===== config.mk =====
export PLATFORM = sky130hd
export DESIGN_NAME = aslt_link
export DESIGN_NICKNAME = d
export VERILOG_FILES = /design/src/common/aslt_pkg.sv /design/src/aslt_sync.sv /design/src/aslt_fifo.sv /design/src/aslt_link.sv
export SDC_FILE = /design/constraint.sdc
export NUM_CORES = 2
export LEC_CHECK = 0
export BUFFER_PORTS_ARGS = -buffer_cell sky130_fd_sc_hd__buf_4
export CAP_MARGIN = 25
export CORE_MARGIN = 8
export CORE_UTILIZATION = 44
export DETAILED_ROUTE_END_ITERATION = 10
export SKIP_CTS_REPAIR_TIMING = 1
export SLEW_MARGIN = 5
export SYNTH_ARGS = -nofsm -noshare
export SYNTH_HDL_FRONTEND = slang
export SYNTH_SLANG_ARGS = --single-unit

===== constraint.sdc =====
create_clock -name clk_sys -period 11.7 [get_ports clk_sys]
set_input_delay 1.755 -clock clk_sys [delete_from_list [all_inputs] [get_ports clk_sys]]
set_output_delay 1.755 -clock clk_sys [all_outputs]
set_load 0.005 [all_outputs]

===== src/common/aslt_pkg.sv =====
/*
 * Shared constants, types and helper functions for the serial link
 * latency and timing block: multiframe counts, wake-up times, datapath
 * latencies, trigger-to-start-code tables and lane character layout.
 * Assumes one sample clock of 40 MHz drives the whole block.
 */
// Summary of operation
// - In the third speed mode the RF decimator is always switched in.
// - In the fourth speed mode the RF decimator is always switched in.
// - After a falling sync request the lanes wait four multiframes before the first comma.
// - Comma characters are sent for at least one multiframe during code group sync.
// - Each lane carries twenty times converters over lanes bits per sample cycle.
// - Datapath latency is 16 cycles, plus 11 with the RF decimator, plus 100 with the HPF.
// - Trigger to start code takes 31/42/30/36 cycles on four lanes, 31/33/30/30 on two.
// - Wake-up takes 2 us from standby, 375 us device and 250 us link from power-down.
package aslt_pkg;

    // Clock and time base
    localparam int CLK_PERIOD_NS = 25;
    localparam int NS_PER_US = 1000;

    // Link framing
    localparam int MF_CYCLES = 32;
    localparam int SYNC_WAIT_MF = 4;
    localparam int CGS_MIN_MF = 1;
    localparam int SYNC_WAIT_CYC = SYNC_WAIT_MF * MF_CYCLES;
    localparam int CGS_MIN_CYC = CGS_MIN_MF * MF_CYCLES;

    // Lane geometry
    localparam int NUM_CONV = 8;
    localparam int NUM_LANES = 4;
    localparam int OCT_MAX = 8;
    localparam int UI_FACTOR = 20;
    localparam int BITS_PER_CHAR = 10;
    localparam int WORD_BITS = 128;
    localparam int FIFO_DEPTH = 16;

    // Characters
    localparam logic [7:0] K28_5 = 8'hbc;
    localparam logic [7:0] K28_0 = 8'h1c;

    // Datapath latencies in sample cycles
    localparam int ADC_LAT = 16;
    localparam int RFD_LAT = 11;
    localparam int HPF_LAT = 100;

    // Speed modes
    localparam logic [1:0] SPD_MODE3 = 2'h2;
    localparam logic [1:0] SPD_MODE4 = 2'h3;

    // Trigger to start code, modes one to four (31/42/30/36, 31/33/30/30)
    localparam logic [7:0] TRIG_LAT_4L [4] = '{8'h1f, 8'h2a, 8'h1e, 8'h24};
    localparam logic [7:0] TRIG_LAT_2L [4] = '{8'h1f, 8'h21, 8'h1e, 8'h1e};

    // Wake-up times
    localparam int STBY_WAKE_US = 2;
    localparam int PDN_DEV_WAKE_US = 375;
    localparam int PDN_LINK_WAKE_US = 250;
    localparam int STBY_WAKE_CYC = STBY_WAKE_US * NS_PER_US / CLK_PERIOD_NS;
    localparam int PDN_DEV_WAKE_CYC = PDN_DEV_WAKE_US * NS_PER_US / CLK_PERIOD_NS;
    localparam int PDN_LINK_WAKE_CYC = PDN_LINK_WAKE_US * NS_PER_US / CLK_PERIOD_NS;

    // Synchroniser reset pattern: {standby, power_down, trigger, sync_n}
    localparam logic [3:0] PIN_INIT = 4'h1;

    typedef enum logic [4:0] {
        ST_OFF = 5'h01,
        ST_IDLE = 5'h02,
        ST_WAIT = 5'h04,
        ST_CGS = 5'h08,
        ST_DATA = 5'h10
    } aslt_state_t;

    typedef struct packed {
        logic k;
        logic [7:0] d;
    } aslt_char_t;

    typedef aslt_char_t [NUM_LANES-1:0][OCT_MAX-1:0] aslt_lane_t;

    typedef struct packed {
        logic [1:0] speed;
        logic four_lane;
        logic rf_dec;
        logic hpf;
    } aslt_cfg_t;

    // RF decimator in use, forced on in the two fastest modes
    function automatic logic rf_on(aslt_cfg_t c);
        rf_on = c.rf_dec | (c.speed == SPD_MODE3) | (c.speed == SPD_MODE4);
    endfunction : rf_on

    function automatic logic [7:0] pipe_lat(aslt_cfg_t c);
        pipe_lat = 8'(ADC_LAT) + (rf_on(c) ? 8'(RFD_LAT) : 8'h00)
                 + (c.hpf ? 8'(HPF_LAT) : 8'h00);
    endfunction : pipe_lat

    function automatic logic [7:0] trig_lat(aslt_cfg_t c);
        trig_lat = c.four_lane ? TRIG_LAT_4L[c.speed] : TRIG_LAT_2L[c.speed];
    endfunction : trig_lat

    function automatic logic [7:0] ui_bits(aslt_cfg_t c);
        ui_bits = c.four_lane ? 8'(UI_FACTOR * NUM_CONV / 4) : 8'(UI_FACTOR * NUM_CONV / 2);
    endfunction : ui_bits

endpackage : aslt_pkg


===== src/aslt_sync.sv =====
/*
 * Three-stage pin synchroniser with agreement filter.
 * Assumes inputs are asynchronous pins; output changes once the
 * second and third stages agree.
 */
`timescale 1ns/10ps
`default_nettype none
module aslt_sync #(
    parameter int W = 4,
    parameter logic [W-1:0] INIT = '0
) (
    input wire logic clk_sys,
    input wire logic nrst,
    input wire logic [W-1:0] d,
    output logic [W-1:0] q
);
    logic [W-1:0] s1;
    logic [W-1:0] s2;
    logic [W-1:0] s3;

    // Capture chain
    always_ff @(posedge clk_sys) begin
        if (!nrst) begin
            s1 <= INIT;
            s2 <= INIT;
            s3 <= INIT;
        end else begin
            s1 <= d;
            s2 <= s1;
            s3 <= s2;
        end
    end

    // Accept a bit once stages two and three agree
    always_ff @(posedge clk_sys) begin
        if (!nrst) begin
            q <= INIT;
        end else begin
            for (int i = 0; i < W; i++) begin
                if (s2[i] == s3[i]) begin
                    q[i] <= s3[i];
                end
            end
        end
    end
endmodule : aslt_sync
`default_nettype wire


===== src/aslt_fifo.sv =====
/*
 * Flip-flop FIFO with valid/ready on both sides.
 * Assumes DEPTH is a power of two; same clock on both sides.
 */
`timescale 1ns/10ps
`default_nettype none
module aslt_fifo #(
    parameter int WIDTH = 128,
    parameter int DEPTH = 16
) (
    input wire logic clk_sys,
    input wire logic nrst,
    input wire logic in_valid,
    output logic in_ready,
    input wire logic [WIDTH-1:0] in_data,
    output logic out_valid,
    input wire logic out_ready,
    output logic [WIDTH-1:0] out_data
);
    localparam int AW = $clog2(DEPTH);

    logic [WIDTH-1:0] mem [DEPTH];
    logic [AW-1:0] wr_ptr;
    logic [AW-1:0] rd_ptr;
    logic [AW:0] count;
    logic push;
    logic pop;

    // Handshakes from the fill level
    assign in_ready = count != (AW+1)'(DEPTH);
    assign out_valid = count != '0;
    assign push = in_valid & in_ready;
    assign pop = out_valid & out_ready;
    assign out_data = mem[rd_ptr];

    // Storage write
    always_ff @(posedge clk_sys) begin
        if (push) begin
            mem[wr_ptr] <= in_data;
        end
    end

    // Pointers and level
    always_ff @(posedge clk_sys) begin
        if (!nrst) begin
            wr_ptr <= '0;
            rd_ptr <= '0;
            count <= '0;
        end else begin
            if (push) begin
                wr_ptr <= wr_ptr + AW'(1);
            end
            if (pop) begin
                rd_ptr <= rd_ptr + AW'(1);
            end
            count <= count + (AW+1)'(push) - (AW+1)'(pop);
        end
    end
endmodule : aslt_fifo
`default_nettype wire


===== src/aslt_link.sv =====
/*
 * Output-path timing of the converter device: wake-up from standby and
 * power-down, link start-up on the receiver's sync request, comma phase,
 * datapath latency before samples flow, and trigger to start code.
 * Assumes clk_sys is the 40 MHz sample clock, config is static while the
 * link runs, and samples arrive as one 128-bit word per sample cycle.
 */
`timescale 1ns/10ps
`default_nettype none
module aslt_link import aslt_pkg::*; #(
    parameter int PDN_DEV_CYC = PDN_DEV_WAKE_CYC,
    parameter int PDN_LINK_CYC = PDN_LINK_WAKE_CYC
) (
    input wire logic clk_sys,
    input wire logic nrst,
    input wire aslt_cfg_t cfg,
    input wire logic standby_pin,
    input wire logic power_down_pin,
    input wire logic transmit_trigger,
    input wire logic link_sync_request_n,
    input wire logic sample_valid,
    input wire logic [WORD_BITS-1:0] sample_data,
    output logic sample_ready,
    output aslt_lane_t serial_lane_out,
    output logic start_code,
    output logic link_up,
    output logic cgs_active,
    output logic device_ready,
    output logic rf_dec_active,
    output logic [7:0] pipe_latency,
    output logic [7:0] ui_bits_per_sample
);
    logic [3:0] pins_s;
    logic stby_s;
    logic pdn_s;
    logic trig_s;
    logic sync_s;
    logic trig_prev;
    logic sync_prev;
    logic trig_rise;
    logic sync_fall;
    logic [15:0] dev_wait;
    logic [15:0] link_wait;
    logic link_ready;
    aslt_state_t state;
    logic [7:0] st_cnt;
    logic [7:0] fill_cnt;
    logic drain;
    logic fifo_valid;
    logic [WORD_BITS-1:0] fifo_data;
    logic pop;
    logic [7:0] trig_cnt;
    aslt_lane_t next_lane;

    // Pin synchronisers
    aslt_sync #(
        .W(4),
        .INIT(PIN_INIT)
    ) u_sync (
        .clk_sys(clk_sys),
        .nrst(nrst),
        .d({standby_pin, power_down_pin, transmit_trigger, link_sync_request_n}),
        .q(pins_s)
    );

    assign stby_s = pins_s[3];
    assign pdn_s = pins_s[2];
    assign trig_s = pins_s[1];
    assign sync_s = pins_s[0];
    assign trig_rise = trig_s & ~trig_prev;
    assign sync_fall = ~sync_s & sync_prev;

    // Edge history
    always_ff @(posedge clk_sys) begin
        if (!nrst) begin
            trig_prev <= 1'b0;
            sync_prev <= 1'b1;
        end else begin
            trig_prev <= trig_s;
            sync_prev <= sync_s;
        end
    end

    // Wake-up timers for device and link
    always_ff @(posedge clk_sys) begin
        if (!nrst) begin
            dev_wait <= 16'(PDN_DEV_CYC);
            link_wait <= 16'(PDN_LINK_CYC);
        end else if (pdn_s) begin
            dev_wait <= 16'(PDN_DEV_CYC);
            link_wait <= 16'(PDN_LINK_CYC);
        end else begin
            if (stby_s) begin
                dev_wait <= 16'(STBY_WAKE_CYC);
            end else if (dev_wait != 16'h0000) begin
                dev_wait <= dev_wait - 16'h0001;
            end
            if (link_wait != 16'h0000) begin
                link_wait <= link_wait - 16'h0001;
            end
        end
    end

    assign device_ready = (dev_wait == 16'h0000) & ~stby_s & ~pdn_s;
    assign link_ready = device_ready & (link_wait == 16'h0000);

    // Link start-up sequence
    always_ff @(posedge clk_sys) begin
        if (!nrst) begin
            state <= ST_OFF;
            st_cnt <= 8'h00;
        end else if (!link_ready) begin
            state <= ST_OFF;
            st_cnt <= 8'h00;
        end else begin
            case (state)
                ST_OFF: begin
                    state <= ST_IDLE;
                end
                ST_IDLE: begin
                    if (!sync_s) begin
                        state <= ST_WAIT;
                        st_cnt <= 8'(SYNC_WAIT_CYC - 1);
                    end
                end
                ST_WAIT: begin
                    if (st_cnt == 8'h00) begin
                        state <= ST_CGS;
                        st_cnt <= 8'(CGS_MIN_CYC - 1);
                    end else begin
                        st_cnt <= st_cnt - 8'h01;
                    end
                end
                ST_CGS: begin
                    if (st_cnt != 8'h00) begin
                        st_cnt <= st_cnt - 8'h01;
                    end else if (sync_s) begin
                        state <= ST_DATA;
                    end
                end
                ST_DATA: begin
                    if (sync_fall) begin
                        state <= ST_WAIT;
                        st_cnt <= 8'(SYNC_WAIT_CYC - 1);
                    end
                end
                default: begin
                    state <= ST_OFF;
                end
            endcase
        end
    end

    assign link_up = state == ST_DATA;

    // Pipeline fill: samples flow only after the datapath latency
    always_ff @(posedge clk_sys) begin
        if (!nrst) begin
            fill_cnt <= 8'h00;
        end else if (state != ST_DATA) begin
            fill_cnt <= pipe_lat(cfg);
        end else if (fill_cnt != 8'h00) begin
            fill_cnt <= fill_cnt - 8'h01;
        end
    end

    assign drain = (state == ST_DATA) & (fill_cnt == 8'h00);
    assign pop = drain & fifo_valid;

    // Sample buffer with back-pressure to the source
    aslt_fifo #(
        .WIDTH(WORD_BITS),
        .DEPTH(FIFO_DEPTH)
    ) u_fifo (
        .clk_sys(clk_sys),
        .nrst(nrst),
        .in_valid(sample_valid),
        .in_ready(sample_ready),
        .in_data(sample_data),
        .out_valid(fifo_valid),
        .out_ready(drain),
        .out_data(fifo_data)
    );

    // Trigger to start code countdown
    always_ff @(posedge clk_sys) begin
        if (!nrst) begin
            trig_cnt <= 8'h00;
            start_code <= 1'b0;
        end else begin
            if (trig_rise) begin
                trig_cnt <= trig_lat(cfg) - 8'h01;
            end else if (trig_cnt != 8'h00) begin
                trig_cnt <= trig_cnt - 8'h01;
            end
            start_code <= trig_cnt == 8'h01;
        end
    end

    // Lane characters: commas, sample octets, start code on lane 0
    always_comb begin
        next_lane = '0;
        for (int l = 0; l < NUM_LANES; l++) begin
            for (int j = 0; j < OCT_MAX; j++) begin
                if (state == ST_CGS) begin
                    next_lane[l][j] = '{k: 1'b1, d: K28_5};
                end else if (pop && (8'(j * BITS_PER_CHAR) < ui_bits(cfg))) begin
                    next_lane[l][j] = '{k: 1'b0, d: fifo_data[WORD_BITS-1-8*
                        (l * 32'(ui_bits(cfg)) / BITS_PER_CHAR + j) % WORD_BITS -: 8]};
                end
            end
        end
        if (trig_cnt == 8'h01) begin
            next_lane[0][0] = '{k: 1'b1, d: K28_0};
        end
    end

    // Registered lane outputs and comma flag
    always_ff @(posedge clk_sys) begin
        if (!nrst) begin
            serial_lane_out <= '0;
            cgs_active <= 1'b0;
        end else begin
            serial_lane_out <= next_lane;
            cgs_active <= state == ST_CGS;
        end
    end

    // Configuration readback
    always_ff @(posedge clk_sys) begin
        if (!nrst) begin
            rf_dec_active <= 1'b0;
            pipe_latency <= 8'(ADC_LAT);
            ui_bits_per_sample <= 8'(UI_FACTOR * NUM_CONV / 2);
        end else begin
            rf_dec_active <= rf_on(cfg);
            pipe_latency <= pipe_lat(cfg);
            ui_bits_per_sample <= ui_bits(cfg);
        end
    end

    // Helper counters for checks
    logic [7:0] wait_len;
    logic [7:0] cgs_len;
    logic [7:0] data_age;
    logic [7:0] trig_age;
    logic [15:0] dark_len;

    always_ff @(posedge clk_sys) begin
        if (!nrst) begin
            wait_len <= 8'h00;
            cgs_len <= 8'h00;
            data_age <= 8'h00;
            trig_age <= 8'h00;
            dark_len <= 16'h0000;
        end else begin
            wait_len <= (state == ST_WAIT) ? wait_len + 8'h01 : 8'h00;
            cgs_len <= (state == ST_CGS) ? cgs_len + 8'h01 : 8'h00;
            data_age <= (state == ST_DATA && data_age != 8'hff) ? data_age + 8'h01 : 8'h00;
            trig_age <= trig_rise ? 8'h01 : (trig_age != 8'hff ? trig_age + 8'h01 : trig_age);
            dark_len <= device_ready ? 16'h0000 :
                        (dark_len != 16'hffff ? dark_len + 16'h0001 : dark_len);
        end
    end
endmodule : aslt_link
`default_nettype wire


==> flow_summary.toml <==
[yosys]
synthesis.instances = 4332
synth_area_leaders = "edfxtp_1, mux4_2, dfxtp_1, nand2_1, mux2i_1"
netlist_area_um2 = 89500
synth_seq_area_share_pct = 76.7
yosysUniqueCellTypes = 80
syn_area_per_cell_um2 = 20.7
synth_top_flop_cell = "edfxtp_1"
netlist_top_cells_count = "edfxtp_1, mux4_2, dfxtp_1, nand2_1, nor2_1"
synth_edf_count = 2048
yosys_warnings = 0
synth_seq_cells = 2407
synth.most_common_cell = "edfxtp_1"
yosys.area.top_type = "edfxtp_1"
synth_top_area_share_pct = 68.7
async_flop_share_pct = 0

[grt]
grt_max_degree = 116
grt_pass1_vias = 45136
grt.overflow.total = 0
antenna_found_initial = 50
gr-usage-all-layers_pct = 21.4
grt_pass1_wl_um = 335000

[cts]
htreeDepth = 4
cts_tree = "yes"
clock_path_buffers = 3
numCtsBuffers = 236
cts-root-buf = "clkbuf_16"
clock-sinks = 2407
clk_latency_ns = 0.88
clkTransAtPathRegs_ns = 0.06

[floorplanning]
initial_core_util_pct = 44.3
die_h_um = 467
die-area_um2 = 218000
io_pins = 450
die_w_um = 467
rows = 165
core_um2 = 202000

[detailed_routing]
vias_per_cell = 5.73
drc = 0
vias = 44439
drt-initial-drc-count = 4544
post_drt_wl_per_cell_um = 30.5
ant_nets = 0
drt_wl_total_um = 237000
dr.pass1.iters = 7

[sta]
skew_ns = 0.0684
hold_viol_final = 0
setup_violations = 0
tns_ns = 0
fin_crit_sh_pct = 42.2
finalMaxSlewViolations = 0
worst_pin_slew_ns = 1.06
fin_hold_ws_ns = 0.425
layout_min_cycle_time_ns = 4.93
relSlewSlack_pct = 28.6
fmax_mhz = 203
rsz0062_at_grt = "no"

[critical_path]
crit_fanout = 45
crit_slowest_cell = "buf_4"
r2r_cells = 7
worstReg2RegEnd = "serial_lane_out[100]"
cpMostUsedCell = "buf_4"
cp-end-kind = "register"
crit_type = "reg -> reg"
path_cells = "buf_4 > buf_4 > buf_4 > mux4_2 > mux4_2 > and2_1 > a21o_1"
max_stage_delay_ns = 0.84
regToRegSetupSlack_ns = 6.77
required_ns = 12.47
cp.arrival_ns = 5.70
critPathLaunchType = "register"

[placed_design]
io_buffers = 443
dp_hpwl_um = 137000
place.gp.congestion = 0.794
dpl_cell_area_um2 = 95900
placed_cells = 7283

[min_path]
min_to = "u_sync.s2[0]"
min_path_type = "reg -> reg"
hold_depth = 1
min_from = "u_sync.s1[0]"

[pwr]
power_density_nw_per_um2 = 174
power.leakage_nw = 34.4
ir_drop_mv = 0.163

[finish]
final_nets = 5014
multi_input_area_um2 = 19500
num-fill-cells = 15816
drive_gt1_share_pct = 30.8
syn_to_final_growth_pct = 16.2
finalNonFillerCells = 7761
seq_area_um2 = 68700
postLayoutCellArea_um2 = 104000
final_util_pct = 51.5

[run]
max_cap_viol_count = 0

[status]
status = "finished clean"
==> stage by stage <==
step	setup WS (ns)	power, W
floorplan	0.0155	0.0103
global placement	6.50	0.0106
detailed placement	6.53	0.0106
CTS	6.63	0.0183
global route	6.34	0.0186
finish	6.77	0.0181
==> layout make-up <==
cell class	count	area share, %
clock buffer	335	6.46
tap	2672	3.21
multi-input combinational	1631	18.8
antenna	27	0.0650
sequential	2407	66.1
timing repair buffer	545	4.08
clock inverter	112	1.21
inverter	32	0.120
==> flip-flops by register name (all words and copies together), names as in the netlist, 5 cells and up, named ones only <==
signal	cells
st_cnt	8
u_fifo.count	5
fill_cnt	8
serial_lane_out	258
trig_cnt	8
u_fifo.mem	2048
dev_wait	16
state	5
link_wait	16
==> per-layer routing <==
metal	vias up	global-route usage, %	part of all wire (%)
li1	18642	-	-
met1	23699	29.1	41
met2	1738	34.6	48
met3	340	4.76	7.8
met4	20	6.71	2.9
met5	-	0	0.054
==> kinds of logic (layout without fill, tap and decap cells) <==
family | count (synthesis) | after routing | share of synthesized area [%]
other | 2 | 33 | 0.00839
adders and majority gates | 21 | 21 | 0.302
buffers and inverters | 298 | 1024 | 1.60
xor gates and xnor gates | 38 | 38 | 0.372
DFF | 2407 | 2407 | 76.7
and+or+nand+nor | 573 | 573 | 3.07
AOI/OAI and AO/OA | 345 | 345 | 2.58
muxes | 648 | 648 | 15.3
==> report_power, final <==
part | internal (W) | switching, W
Sequential | 0.00954 | 0.0000639
Combinational | 0.000285 | 0.000556
Clock | 0.00443 | 0.00324
Total | 0.0143 | 0.00386
==> how the worst max path moves through the flow <==
stage / endpoint / slack [ns] / start / cells after the start
CTS: serial_lane_out[99] / 6.63 / register / 7
finish: serial_lane_out[100] / 6.77 / register / 7
floorplan: u_fifo.mem[0][0] / 0.02 / sample_valid / 4
detailed placement: u_fifo.mem[5][17] / 6.53 / sample_valid / 6
global placement: u_fifo.mem[5][0] / 6.50 / sample_valid / 6
global route: serial_lane_out[99] / 6.34 / register / 7
==> worst max-delay path, delay by kind of cell, from the launching register on <==
family / cells / cell delay [ns]
simple gates: 1 / 0.25
mux: 2 / 1.14
compound gates: 1 / 0.17
flops: 1 / 0.72
buf+inv: 3 / 2.38
==> placed cells by master, fill, tap and decap left out, types with 18 or more instances in the layout <==
| master | synthesis | layout |
|---|---|---|
| a21oi_1 | 71 | 71 |
| diode_2 | 0 | 27 |
| o21ai_0 | 76 | 76 |
| a22oi_1 | 44 | 44 |
| buf_4 | 52 | 535 |
| clkbuf_8 | 0 | 38 |
| nor2b_1 | 19 | 19 |
| clkbuf_1 | 97 | 56 |
| mux4_2 | 575 | 575 |
| a21o_1 | 49 | 49 |
| clkinv_1 | 2 | 31 |
| ha_1 | 20 | 20 |
| bufinv_16 | 0 | 19 |
| dfxtp_1 | 359 | 355 |
| clkbuf_16 | 0 | 239 |
| mux2_2 | 24 | 24 |
| mux2i_1 | 49 | 49 |
| inv_1 | 28 | 28 |
| xnor2_1 | 20 | 20 |
| xor2_1 | 18 | 18 |
| clkinv_2 | 0 | 34 |
| edfxtp_1 | 2048 | 2048 |
| nand3_1 | 23 | 22 |
| a211oi_1 | 21 | 21 |
| nor2_1 | 111 | 98 |
| nand2_1 | 237 | 236 |
| and2_1 | 63 | 64 |
No activity file was read; power rests on OpenSTA's default activity.
